$ cat src/hw/exec_pkg.sv
/*
 * Shared constants and types for the branch, skip, I/O-bit and shift
 * execution unit: operation codes, status bit positions, reset values
 * and cycle counts.
 * Assumes the decoder in front of the unit has already split the
 * instruction word into the fields that the unit's ports carry.
 */
package exec_pkg;

    // ========================================
    // operations handled by this unit
    typedef enum logic [4:0] {
        op_none,
        skip_on_reg_bit_high,
        skip_on_io_bit_low,
        skip_on_io_bit_high,
        branch_on_flag_high,
        branch_on_flag_low,
        branch_when_equal,
        branch_when_unequal,
        branch_on_carry_high,
        branch_on_carry_low,
        branch_unsigned_at_least,
        branch_unsigned_below,
        branch_when_negative,
        branch_when_positive,
        branch_signed_at_least,
        branch_signed_below,
        branch_half_carry_high,
        branch_half_carry_low,
        branch_transfer_bit_high,
        branch_transfer_bit_low,
        branch_overflow_high,
        branch_overflow_low,
        branch_irq_enabled,
        branch_irq_disabled,
        io_bit_set_op,
        io_bit_clear_op,
        shift_up_logical,
        shift_down_logical
    } op_t;

    // ========================================
    // status_byte bit positions
    localparam int unsigned FLAG_C = 0;
    localparam int unsigned FLAG_Z = 1;
    localparam int unsigned FLAG_N = 2;
    localparam int unsigned FLAG_V = 3;
    localparam int unsigned FLAG_S = 4;
    localparam int unsigned FLAG_H = 5;
    localparam int unsigned FLAG_T = 6;
    localparam int unsigned FLAG_I = 7;

    // ========================================
    // reset values
    localparam logic [7:0] STATUS_RESET = 8'h00;

    // ========================================
    // cycles per operation, counted from acceptance
    localparam logic [1:0] CYC_PLAIN      = 2'h1;
    localparam logic [1:0] CYC_TAKEN      = 2'h2;
    localparam logic [1:0] CYC_SKIP_SHORT = 2'h2;
    localparam logic [1:0] CYC_SKIP_LONG  = 2'h3;
    localparam logic [1:0] CYC_IO_BIT     = 2'h2;
    localparam logic [1:0] CYC_SHIFT      = 2'h1;

    // ========================================
    // relative branch offset width
    localparam int unsigned OFS_W = 7;

endpackage

$ cat src/hw/cond_eval.sv
/*
 * Condition evaluator: decides whether a skip or conditional branch
 * is taken, from the status byte and the tested register bits.
 * Assumes gpr_value and io_value already hold the addressed operand.
 */
`timescale 1ns/1ps

module cond_eval (
    // operation
    input  wire exec_pkg::op_t op,
    input  wire logic [2:0]    bit_idx,
    input  wire logic [2:0]    flag_idx,
    // operands
    input  wire logic [7:0]    status,
    input  wire logic [7:0]    gpr_value,
    input  wire logic [7:0]    io_value,
    // result
    output logic               take
);

    function automatic logic pick(input logic [7:0] v,
                                  input int unsigned pos);
        pick = v[pos];
    endfunction

    logic sgn;

    always_comb begin
        sgn  = pick(status, exec_pkg::FLAG_N) ^
               pick(status, exec_pkg::FLAG_V);
        take = 1'b0;
        unique case (op)
            exec_pkg::skip_on_reg_bit_high: take = gpr_value[bit_idx];
            exec_pkg::skip_on_io_bit_low:   take = ~io_value[bit_idx];
            exec_pkg::skip_on_io_bit_high:  take = io_value[bit_idx];
            exec_pkg::branch_on_flag_high:  take = status[flag_idx];
            exec_pkg::branch_on_flag_low:   take = ~status[flag_idx];
            exec_pkg::branch_when_equal:
                take = pick(status, exec_pkg::FLAG_Z);
            exec_pkg::branch_when_unequal:
                take = ~pick(status, exec_pkg::FLAG_Z);
            exec_pkg::branch_on_carry_high, exec_pkg::branch_unsigned_below:
                take = pick(status, exec_pkg::FLAG_C);
            exec_pkg::branch_on_carry_low, exec_pkg::branch_unsigned_at_least:
                take = ~pick(status, exec_pkg::FLAG_C);
            exec_pkg::branch_when_negative:
                take = pick(status, exec_pkg::FLAG_N);
            exec_pkg::branch_when_positive:
                take = ~pick(status, exec_pkg::FLAG_N);
            exec_pkg::branch_signed_at_least: take = ~sgn;
            exec_pkg::branch_signed_below:    take = sgn;
            exec_pkg::branch_half_carry_high:
                take = pick(status, exec_pkg::FLAG_H);
            exec_pkg::branch_half_carry_low:
                take = ~pick(status, exec_pkg::FLAG_H);
            exec_pkg::branch_transfer_bit_high:
                take = pick(status, exec_pkg::FLAG_T);
            exec_pkg::branch_transfer_bit_low:
                take = ~pick(status, exec_pkg::FLAG_T);
            exec_pkg::branch_overflow_high:
                take = pick(status, exec_pkg::FLAG_V);
            exec_pkg::branch_overflow_low:
                take = ~pick(status, exec_pkg::FLAG_V);
            exec_pkg::branch_irq_enabled:
                take = pick(status, exec_pkg::FLAG_I);
            exec_pkg::branch_irq_disabled:
                take = ~pick(status, exec_pkg::FLAG_I);
            default: take = 1'b0;
        endcase
    end

endmodule

$ cat src/hw/branch_skip_bitop_exec.sv
/*
 * Execution unit for skips, conditional relative branches, I/O bit
 * set/clear and logical shifts. Owns the program counter and the
 * status byte; drives write strobes toward register file and I/O.
 * Assumes a same-clock decoder that presents pre-split fields and the
 * addressed operand values, and holds an instruction until accepted.
 */
`timescale 1ns/1ps

// What this block does
// - register bit high skips next instruction
// - I/O bit low skips next instruction
// - I/O bit high skips, else falls through
// - flag high branches by offset plus one
// - flag low branch, one or two cycles
// - equal branch while zero flag set
// - unequal branch while zero flag clear
// - carry high and unsigned below branch on carry
// - carry low and unsigned at least branch
// - negative and positive branches test N
// - signed at least branch when N^V zero
// - signed below branches when N xor V one
// - half carry branch pair tests H
// - transfer bit branch pair tests T
// - overflow branch pair tests V
// - irq branch pair tests global enable
// - set I/O bit, flags kept, two cycles
// - clear I/O bit, flags kept, two cycles
// - shift left, zero in, flags, one cycle
// - shift right, zero in, flags, one cycle
module branch_skip_bitop_exec #(
    parameter int unsigned PC_W = 12
) (
    // clock and reset
    input  wire logic            clk,
    input  wire logic            srst,
    // decoded instruction
    input  wire logic            instr_valid,
    input  wire exec_pkg::op_t   op,
    input  wire logic [2:0]      bit_idx,
    input  wire logic [2:0]      flag_idx,
    input  wire logic [6:0]      branch_ofs,
    input  wire logic [5:0]      io_addr,
    input  wire logic            next_two_word,
    input  wire logic [7:0]      gpr_value,
    input  wire logic [7:0]      io_value,
    // loads from the rest of the core
    input  wire logic            pc_load_en,
    input  wire logic [PC_W-1:0] pc_load_value,
    input  wire logic            status_load_en,
    input  wire logic [7:0]      status_load_value,
    // core state
    output logic                 busy_q,
    output logic [PC_W-1:0]      pc_q,
    output logic [7:0]           status_q,
    // register file write
    output logic                 gpr_we_q,
    output logic [7:0]           gpr_wdata_q,
    // I/O write
    output logic                 io_we_q,
    output logic [5:0]           io_waddr_q,
    output logic [7:0]           io_wdata_q
);

    // ========================================
    // helpers

    function automatic logic [PC_W-1:0] branch_target(
        input logic [PC_W-1:0] pc,
        input logic [6:0]      ofs
    );
        logic [PC_W-1:0] sx;
        sx = {{(PC_W-exec_pkg::OFS_W){ofs[6]}}, ofs};
        branch_target = pc + sx + PC_W'(1);
    endfunction

    function automatic logic is_branch(input exec_pkg::op_t o);
        is_branch = (o >= exec_pkg::branch_on_flag_high) &&
                    (o <= exec_pkg::branch_irq_disabled);
    endfunction

    function automatic logic is_skip(input exec_pkg::op_t o);
        is_skip = (o == exec_pkg::skip_on_reg_bit_high) ||
                  (o == exec_pkg::skip_on_io_bit_low) ||
                  (o == exec_pkg::skip_on_io_bit_high);
    endfunction

    // ========================================
    // condition

    logic take;
    logic accept;

    cond_eval u_cond (
        .op        (op),
        .bit_idx   (bit_idx),
        .flag_idx  (flag_idx),
        .status    (status_q),
        .gpr_value (gpr_value),
        .io_value  (io_value),
        .take      (take)
    );

    assign accept = instr_valid && !busy_q;

    // ========================================
    // sequencing: pc and occupancy

    logic [1:0]      stall_q;
    logic [1:0]      stall_d;
    logic            busy_d;
    logic [PC_W-1:0] pc_d;
    logic [1:0]      cycles;

    always_comb begin
        cycles  = exec_pkg::CYC_PLAIN;
        pc_d    = pc_q;
        if (pc_load_en) begin
            pc_d = pc_load_value;
        end
        if (accept) begin
            pc_d = pc_q + PC_W'(1);
            if (is_branch(op) && take) begin
                pc_d   = branch_target(pc_q, branch_ofs);
                cycles = exec_pkg::CYC_TAKEN;
            end else if (is_skip(op) && take) begin
                // skipped instruction length sets the step
                if (next_two_word) begin
                    pc_d   = pc_q + PC_W'(3);
                    cycles = exec_pkg::CYC_SKIP_LONG;
                end else begin
                    pc_d   = pc_q + PC_W'(2);
                    cycles = exec_pkg::CYC_SKIP_SHORT;
                end
            end else if (op == exec_pkg::io_bit_set_op ||
                         op == exec_pkg::io_bit_clear_op) begin
                cycles = exec_pkg::CYC_IO_BIT;
            end else if (op == exec_pkg::shift_up_logical ||
                         op == exec_pkg::shift_down_logical) begin
                cycles = exec_pkg::CYC_SHIFT;
            end
        end
        if (accept) begin
            stall_d = cycles - 2'h1;
        end else if (stall_q != 2'h0) begin
            stall_d = stall_q - 2'h1;
        end else begin
            stall_d = 2'h0;
        end
        busy_d = (stall_d != 2'h0);
    end

    always_ff @(posedge clk) begin
        if (srst) begin
            stall_q <= 2'h0;
            busy_q  <= 1'b0;
            pc_q    <= '0;
        end else begin
            stall_q <= stall_d;
            busy_q  <= busy_d;
            pc_q    <= pc_d;
        end
    end

    // ========================================
    // data path: status byte, register and I/O writes

    logic [7:0] status_d;
    logic       gpr_we_d;
    logic [7:0] gpr_wdata_d;
    logic       io_we_d;
    logic [5:0] io_waddr_d;
    logic [7:0] io_wdata_d;
    logic [7:0] res;
    logic       cout;

    always_comb begin
        status_d    = status_load_en ? status_load_value : status_q;
        gpr_we_d    = 1'b0;
        gpr_wdata_d = gpr_wdata_q;
        io_we_d     = 1'b0;
        io_waddr_d  = io_waddr_q;
        io_wdata_d  = io_wdata_q;
        res         = 8'h00;
        cout        = 1'b0;
        if (accept) begin
            unique case (op)
                exec_pkg::io_bit_set_op: begin
                    // status untouched on purpose
                    io_we_d    = 1'b1;
                    io_waddr_d = io_addr;
                    io_wdata_d = io_value | (8'h01 << bit_idx);
                end
                exec_pkg::io_bit_clear_op: begin
                    io_we_d    = 1'b1;
                    io_waddr_d = io_addr;
                    io_wdata_d = io_value & ~(8'h01 << bit_idx);
                end
                exec_pkg::shift_up_logical,
                exec_pkg::shift_down_logical: begin
                    if (op == exec_pkg::shift_up_logical) begin
                        res  = {gpr_value[6:0], 1'b0};
                        cout = gpr_value[7];
                    end else begin
                        res  = {1'b0, gpr_value[7:1]};
                        cout = gpr_value[0];
                    end
                    gpr_we_d    = 1'b1;
                    gpr_wdata_d = res;
                    // shift result outranks a same-cycle status load
                    status_d[exec_pkg::FLAG_C] = cout;
                    status_d[exec_pkg::FLAG_Z] = (res == 8'h00);
                    status_d[exec_pkg::FLAG_N] = res[7];
                    status_d[exec_pkg::FLAG_V] = res[7] ^ cout;
                end
                default: begin
                    gpr_we_d = 1'b0;
                end
            endcase
        end
    end

    always_ff @(posedge clk) begin
        if (srst) begin
            status_q    <= exec_pkg::STATUS_RESET;
            gpr_we_q    <= 1'b0;
            gpr_wdata_q <= 8'h00;
            io_we_q     <= 1'b0;
            io_waddr_q  <= 6'h00;
            io_wdata_q  <= 8'h00;
        end else begin
            status_q    <= status_d;
            gpr_we_q    <= gpr_we_d;
            gpr_wdata_q <= gpr_wdata_d;
            io_we_q     <= io_we_d;
            io_waddr_q  <= io_waddr_d;
            io_wdata_q  <= io_wdata_d;
        end
    end
endmodule

$ cat config.mk
export PLATFORM = sky130hd
export DESIGN_NAME = branch_skip_bitop_exec
export DESIGN_NICKNAME = d
export VERILOG_FILES = /design/src/hw/exec_pkg.sv /design/src/hw/cond_eval.sv /design/src/hw/branch_skip_bitop_exec.sv
export SDC_FILE = /design/constraint.sdc
export NUM_CORES = 1
export LEC_CHECK = 0
export BUFFER_PORTS_ARGS = -buffer_cell sky130_fd_sc_hd__clkbuf_2
export CAP_MARGIN = 15
export CORE_MARGIN = 8
export CORE_UTILIZATION = 47
export DETAILED_ROUTE_END_ITERATION = 16
export PLACE_DENSITY = 0.83
export SLEW_MARGIN = 10
export SYNTH_ARGS = -nofsm -noshare
export SYNTH_HDL_FRONTEND = slang
export SYNTH_SLANG_ARGS = --single-unit
$ cat constraint.sdc
create_clock -name clk -period 2.6 [get_ports clk]
set_input_delay 0.26 -clock clk [delete_from_list [all_inputs] [get_ports clk]]
set_output_delay 0.26 -clock clk [all_outputs]
set_load 0.02 [all_outputs]
==> impl_metrics.ini <==
[status]
status = completed

[worst_setup_path]
cp.required_ps = 2810
cp-startpoint = status_q[7]$_SDFFE_PP0P_
path_class = flip-flop to flip-flop
cp-start-kind = flip-flop
worst_ep_arrival_time_ps = 2770
r2r-start = status_q[7]$_SDFFE_PP0P_
critPathMaxFanout = 4
r2r_slack_ps = 40
end_kind = flip-flop

[clocking]
holdBufCountCts = 0
clk_latency_ps = 300
cts_htree_levels = 2
clk_path_buf_depth = 2
numCtsBuffers = 5
cts_tree = done
cts_sinks = 47
cts.clk_slew.worst_paths_ps = 90
cts-root-buf = clkbuf_8

[floorplan]
die_area_um2 = 10800
coreArea_um2 = 7610
rows = 32
io_pins = 111
die-width_um = 104
die_h_um = 104
initial_core_util_pct = 47.7

[synthesis]
synth_edf_count = 0
synth.largest_area_cell = dfxtp_1
synthCells = 440
avgSynthCellArea_um2 = 8.24
ys_top_cells_by_area = dfxtp_1 (26%), mux2i_1 (7.7%), a21oi_1 (5.7%), ha_1 (5.2%), nor2_1 (5.2%)
syn-cell-area_um2 = 3630
synthTopCellsByCount = nor2_1 (50), dfxtp_1 (47), a21oi_1 (41)
netlist.area_leader.share_pct = 25.9
synth_ff_type = dfxtp_1
synth-seq-cells = 47
ys_warn_count = 0
synth_cell_types = 70
synth_most_common_cell = nor2_1
ys_seq_area_share_pct = 25.9
syn_nets = 522
async_flop_share_pct = 0

[timing]
max_freq_mhz = 391
slew_headroom_pct = 50.2
layout_min_cycle_time_ps = 2560
rsz0062_at_grt = true
tightest_slew_ps = 747
setup_viol = 0
hold_viol = 0
post-route-period-util_pct = 98.3
final_max_slew_viol_count = 0
fin_hold_ws_ps = 174
skew_ps = 8.58

[global_routing]
grtUsageMet2_pct = 35.0
grt_pass1_wl_mm = 18.4
overflow = 0
grt.total_usage_pct = 19.9
antenna_found_initial = 0
grt_busiest_layer = met2
grt_max_degree = 44
grt_pass1_vias = 3891
grt_use_met3_pct = 4.71
use_met1_pct = 23.6

[finish]
num_antenna_cells = 0
final_area_um2 = 4760
fin_util_pct = 62.6
drive_gt1_share_pct = 35.1
layout.nets = 657
area_growth_pct = 31.4
fin_cells = 678

[power]
clkPwrFrac_pct = 28.7
p_int_w = 0.00150
finalPower_w = 0.00222
leakage_nw = 2.12
p_per_area_nw_per_um2 = 467
pwr-share-comb_pct = 35.3
irDropWorstVdd_uv = 350
swShare_pct = 32.4
p_seq_share_pct = 36.0
power.switching_w = 0.000720

[drt]
ant_nets = 0
vias_per_cell = 5.77
drtPass1Iterations = 5
drc = 0
num_vias = 3909
wirelength_mm = 11.3
routedWlPerCell_um = 16.6
dr.first_iter.drc_count = 240

[worst_hold_path]
hold_start = io_addr[5]
hold_class = input pin to flip-flop

[place]
portBuffers = 110
place_congestion = 0.883
post_dp_cell_area_um2 = 4540
placed_cells_incl_taps = 669
dp_hpwl_mm = 8.79

[run]
max_cap_violations = 0
-- state kept, by name, summed over array words and instances, names as in the netlist --
name	cells
io_waddr_q	6
pc_q	12
io_wdata_q	8
io_we_q	1
gpr_we_q	1
gpr_wdata_q	8
busy_q	1
stall_q	2
status_q	8
-- layer usage --
metal,routed length (um),vias up
met5,0,-
met4,193,0
met3,818,21
met2,5550,163
met1,4700,1824
li1,-,1901
-- repair_timing --
| action | CTS | global route |
|---|---|---|
| pin swaps | 3 | 4 |
| gates resized for setup | 6 | 13 |
| gates cloned | 0 | 0 |
| setup endpoints to repair | 2 | 7 |
| setup buffers | 0 | 1 |
-- stage by stage --
stage | setup TNS (ps) | worst slack [ps]
5_1_grt | -59.5 | -46.5
2_1_floorplan | 0 | 12.0
4_1_cts | 0 | 6.54
3_5_place_dp | -761 | -196
3_3_place_gp | -267 | -111
6_report | 0 | 44.0
-- layout by cell type, fill, tap and decap left out, drive strengths merged, types with 2 or more instances in the layout --
master / Yosys / routed
nor2b: 9 / 9
bufinv: 0 / 2
o21bai: 3 / 3
a211oi: 16 / 16
nor4: 2 / 2
a31oi: 6 / 6
ha: 15 / 15
mux2: 9 / 9
a21oi: 41 / 41
mux2i: 28 / 28
o221ai: 2 / 2
o21ai: 13 / 13
or4: 2 / 2
nand2: 38 / 38
a2111oi: 2 / 2
nand3: 16 / 16
buf: 5 / 46
xor2: 5 / 5
and3: 6 / 6
clkbuf: 23 / 116
nor2: 50 / 50
nor3: 10 / 10
o22ai: 5 / 5
or2: 2 / 2
o21a: 2 / 2
xnor2: 13 / 13
o31ai: 4 / 4
nor3b: 4 / 4
a221oi: 2 / 2
a311oi: 9 / 9
dfxtp: 47 / 47
nor4b: 2 / 2
nand4: 3 / 3
nand2b: 6 / 6
or3: 2 / 2
inv: 11 / 11
o211ai: 2 / 2
mux4: 5 / 5
a211o: 2 / 2
-- final cells by class --
class	instances	area [um2]
Clock buffer	6	72.6
Clock inverter	2	60.1
Fill cell	647	2840
Inverter	11	41.3
Multi-Input combinational cell	354	2620
Sequential cell	47	946
Tap cell	102	128
Timing Repair Buffer	156	896
-- power by group through the flow --
stage          combinational [W]  sequential [W]  clock [W]
5_1_grt                 0.000853        0.000806   0.000676
6_report                0.000786        0.000800   0.000637
4_1_cts                 0.000759        0.000798   0.000639
3_5_place_dp            0.000743        0.000815          0
2_1_floorplan           0.000430        0.000860          0
3_3_place_gp            0.000719        0.000813          0
-- worst max-delay path: stages, from the launching register on --
cell and delay [ps]:
dfxtp_2 340, mux4_2 490, xor2_2 170, a22oi_2 200, buf_4 160, and3_4 210
nand2_4 60, mux2_4 310, a221o_1 300, a221oi_2 210
-- final timing paths --
check | end | depth (start not counted)
max | pc_q[4]$_SDFFE_PP0P_ | 9
min | io_waddr_q[5]$_SDFFE_PP0P_ | 3
max reg2reg | pc_q[4]$_SDFFE_PP0P_ | 9
min reg2reg | io_waddr_q[4]$_SDFFE_PP0P_ | 2
-- logic make-up after synthesis --
| logic type | share of synthesized area [%] |
|---|---|
| AND/OR/NAND/NOR | 20.7 |
| multiplexers | 13.9 |
| flip-flops | 25.9 |
| buffers and inverters | 4.18 |
| XOR/XNOR | 5.62 |
| adder cells (fa/ha/maj) | 5.73 |
| AO/OA/AOI/OAI | 23.9 |
(Power assumes the default switching activity.)
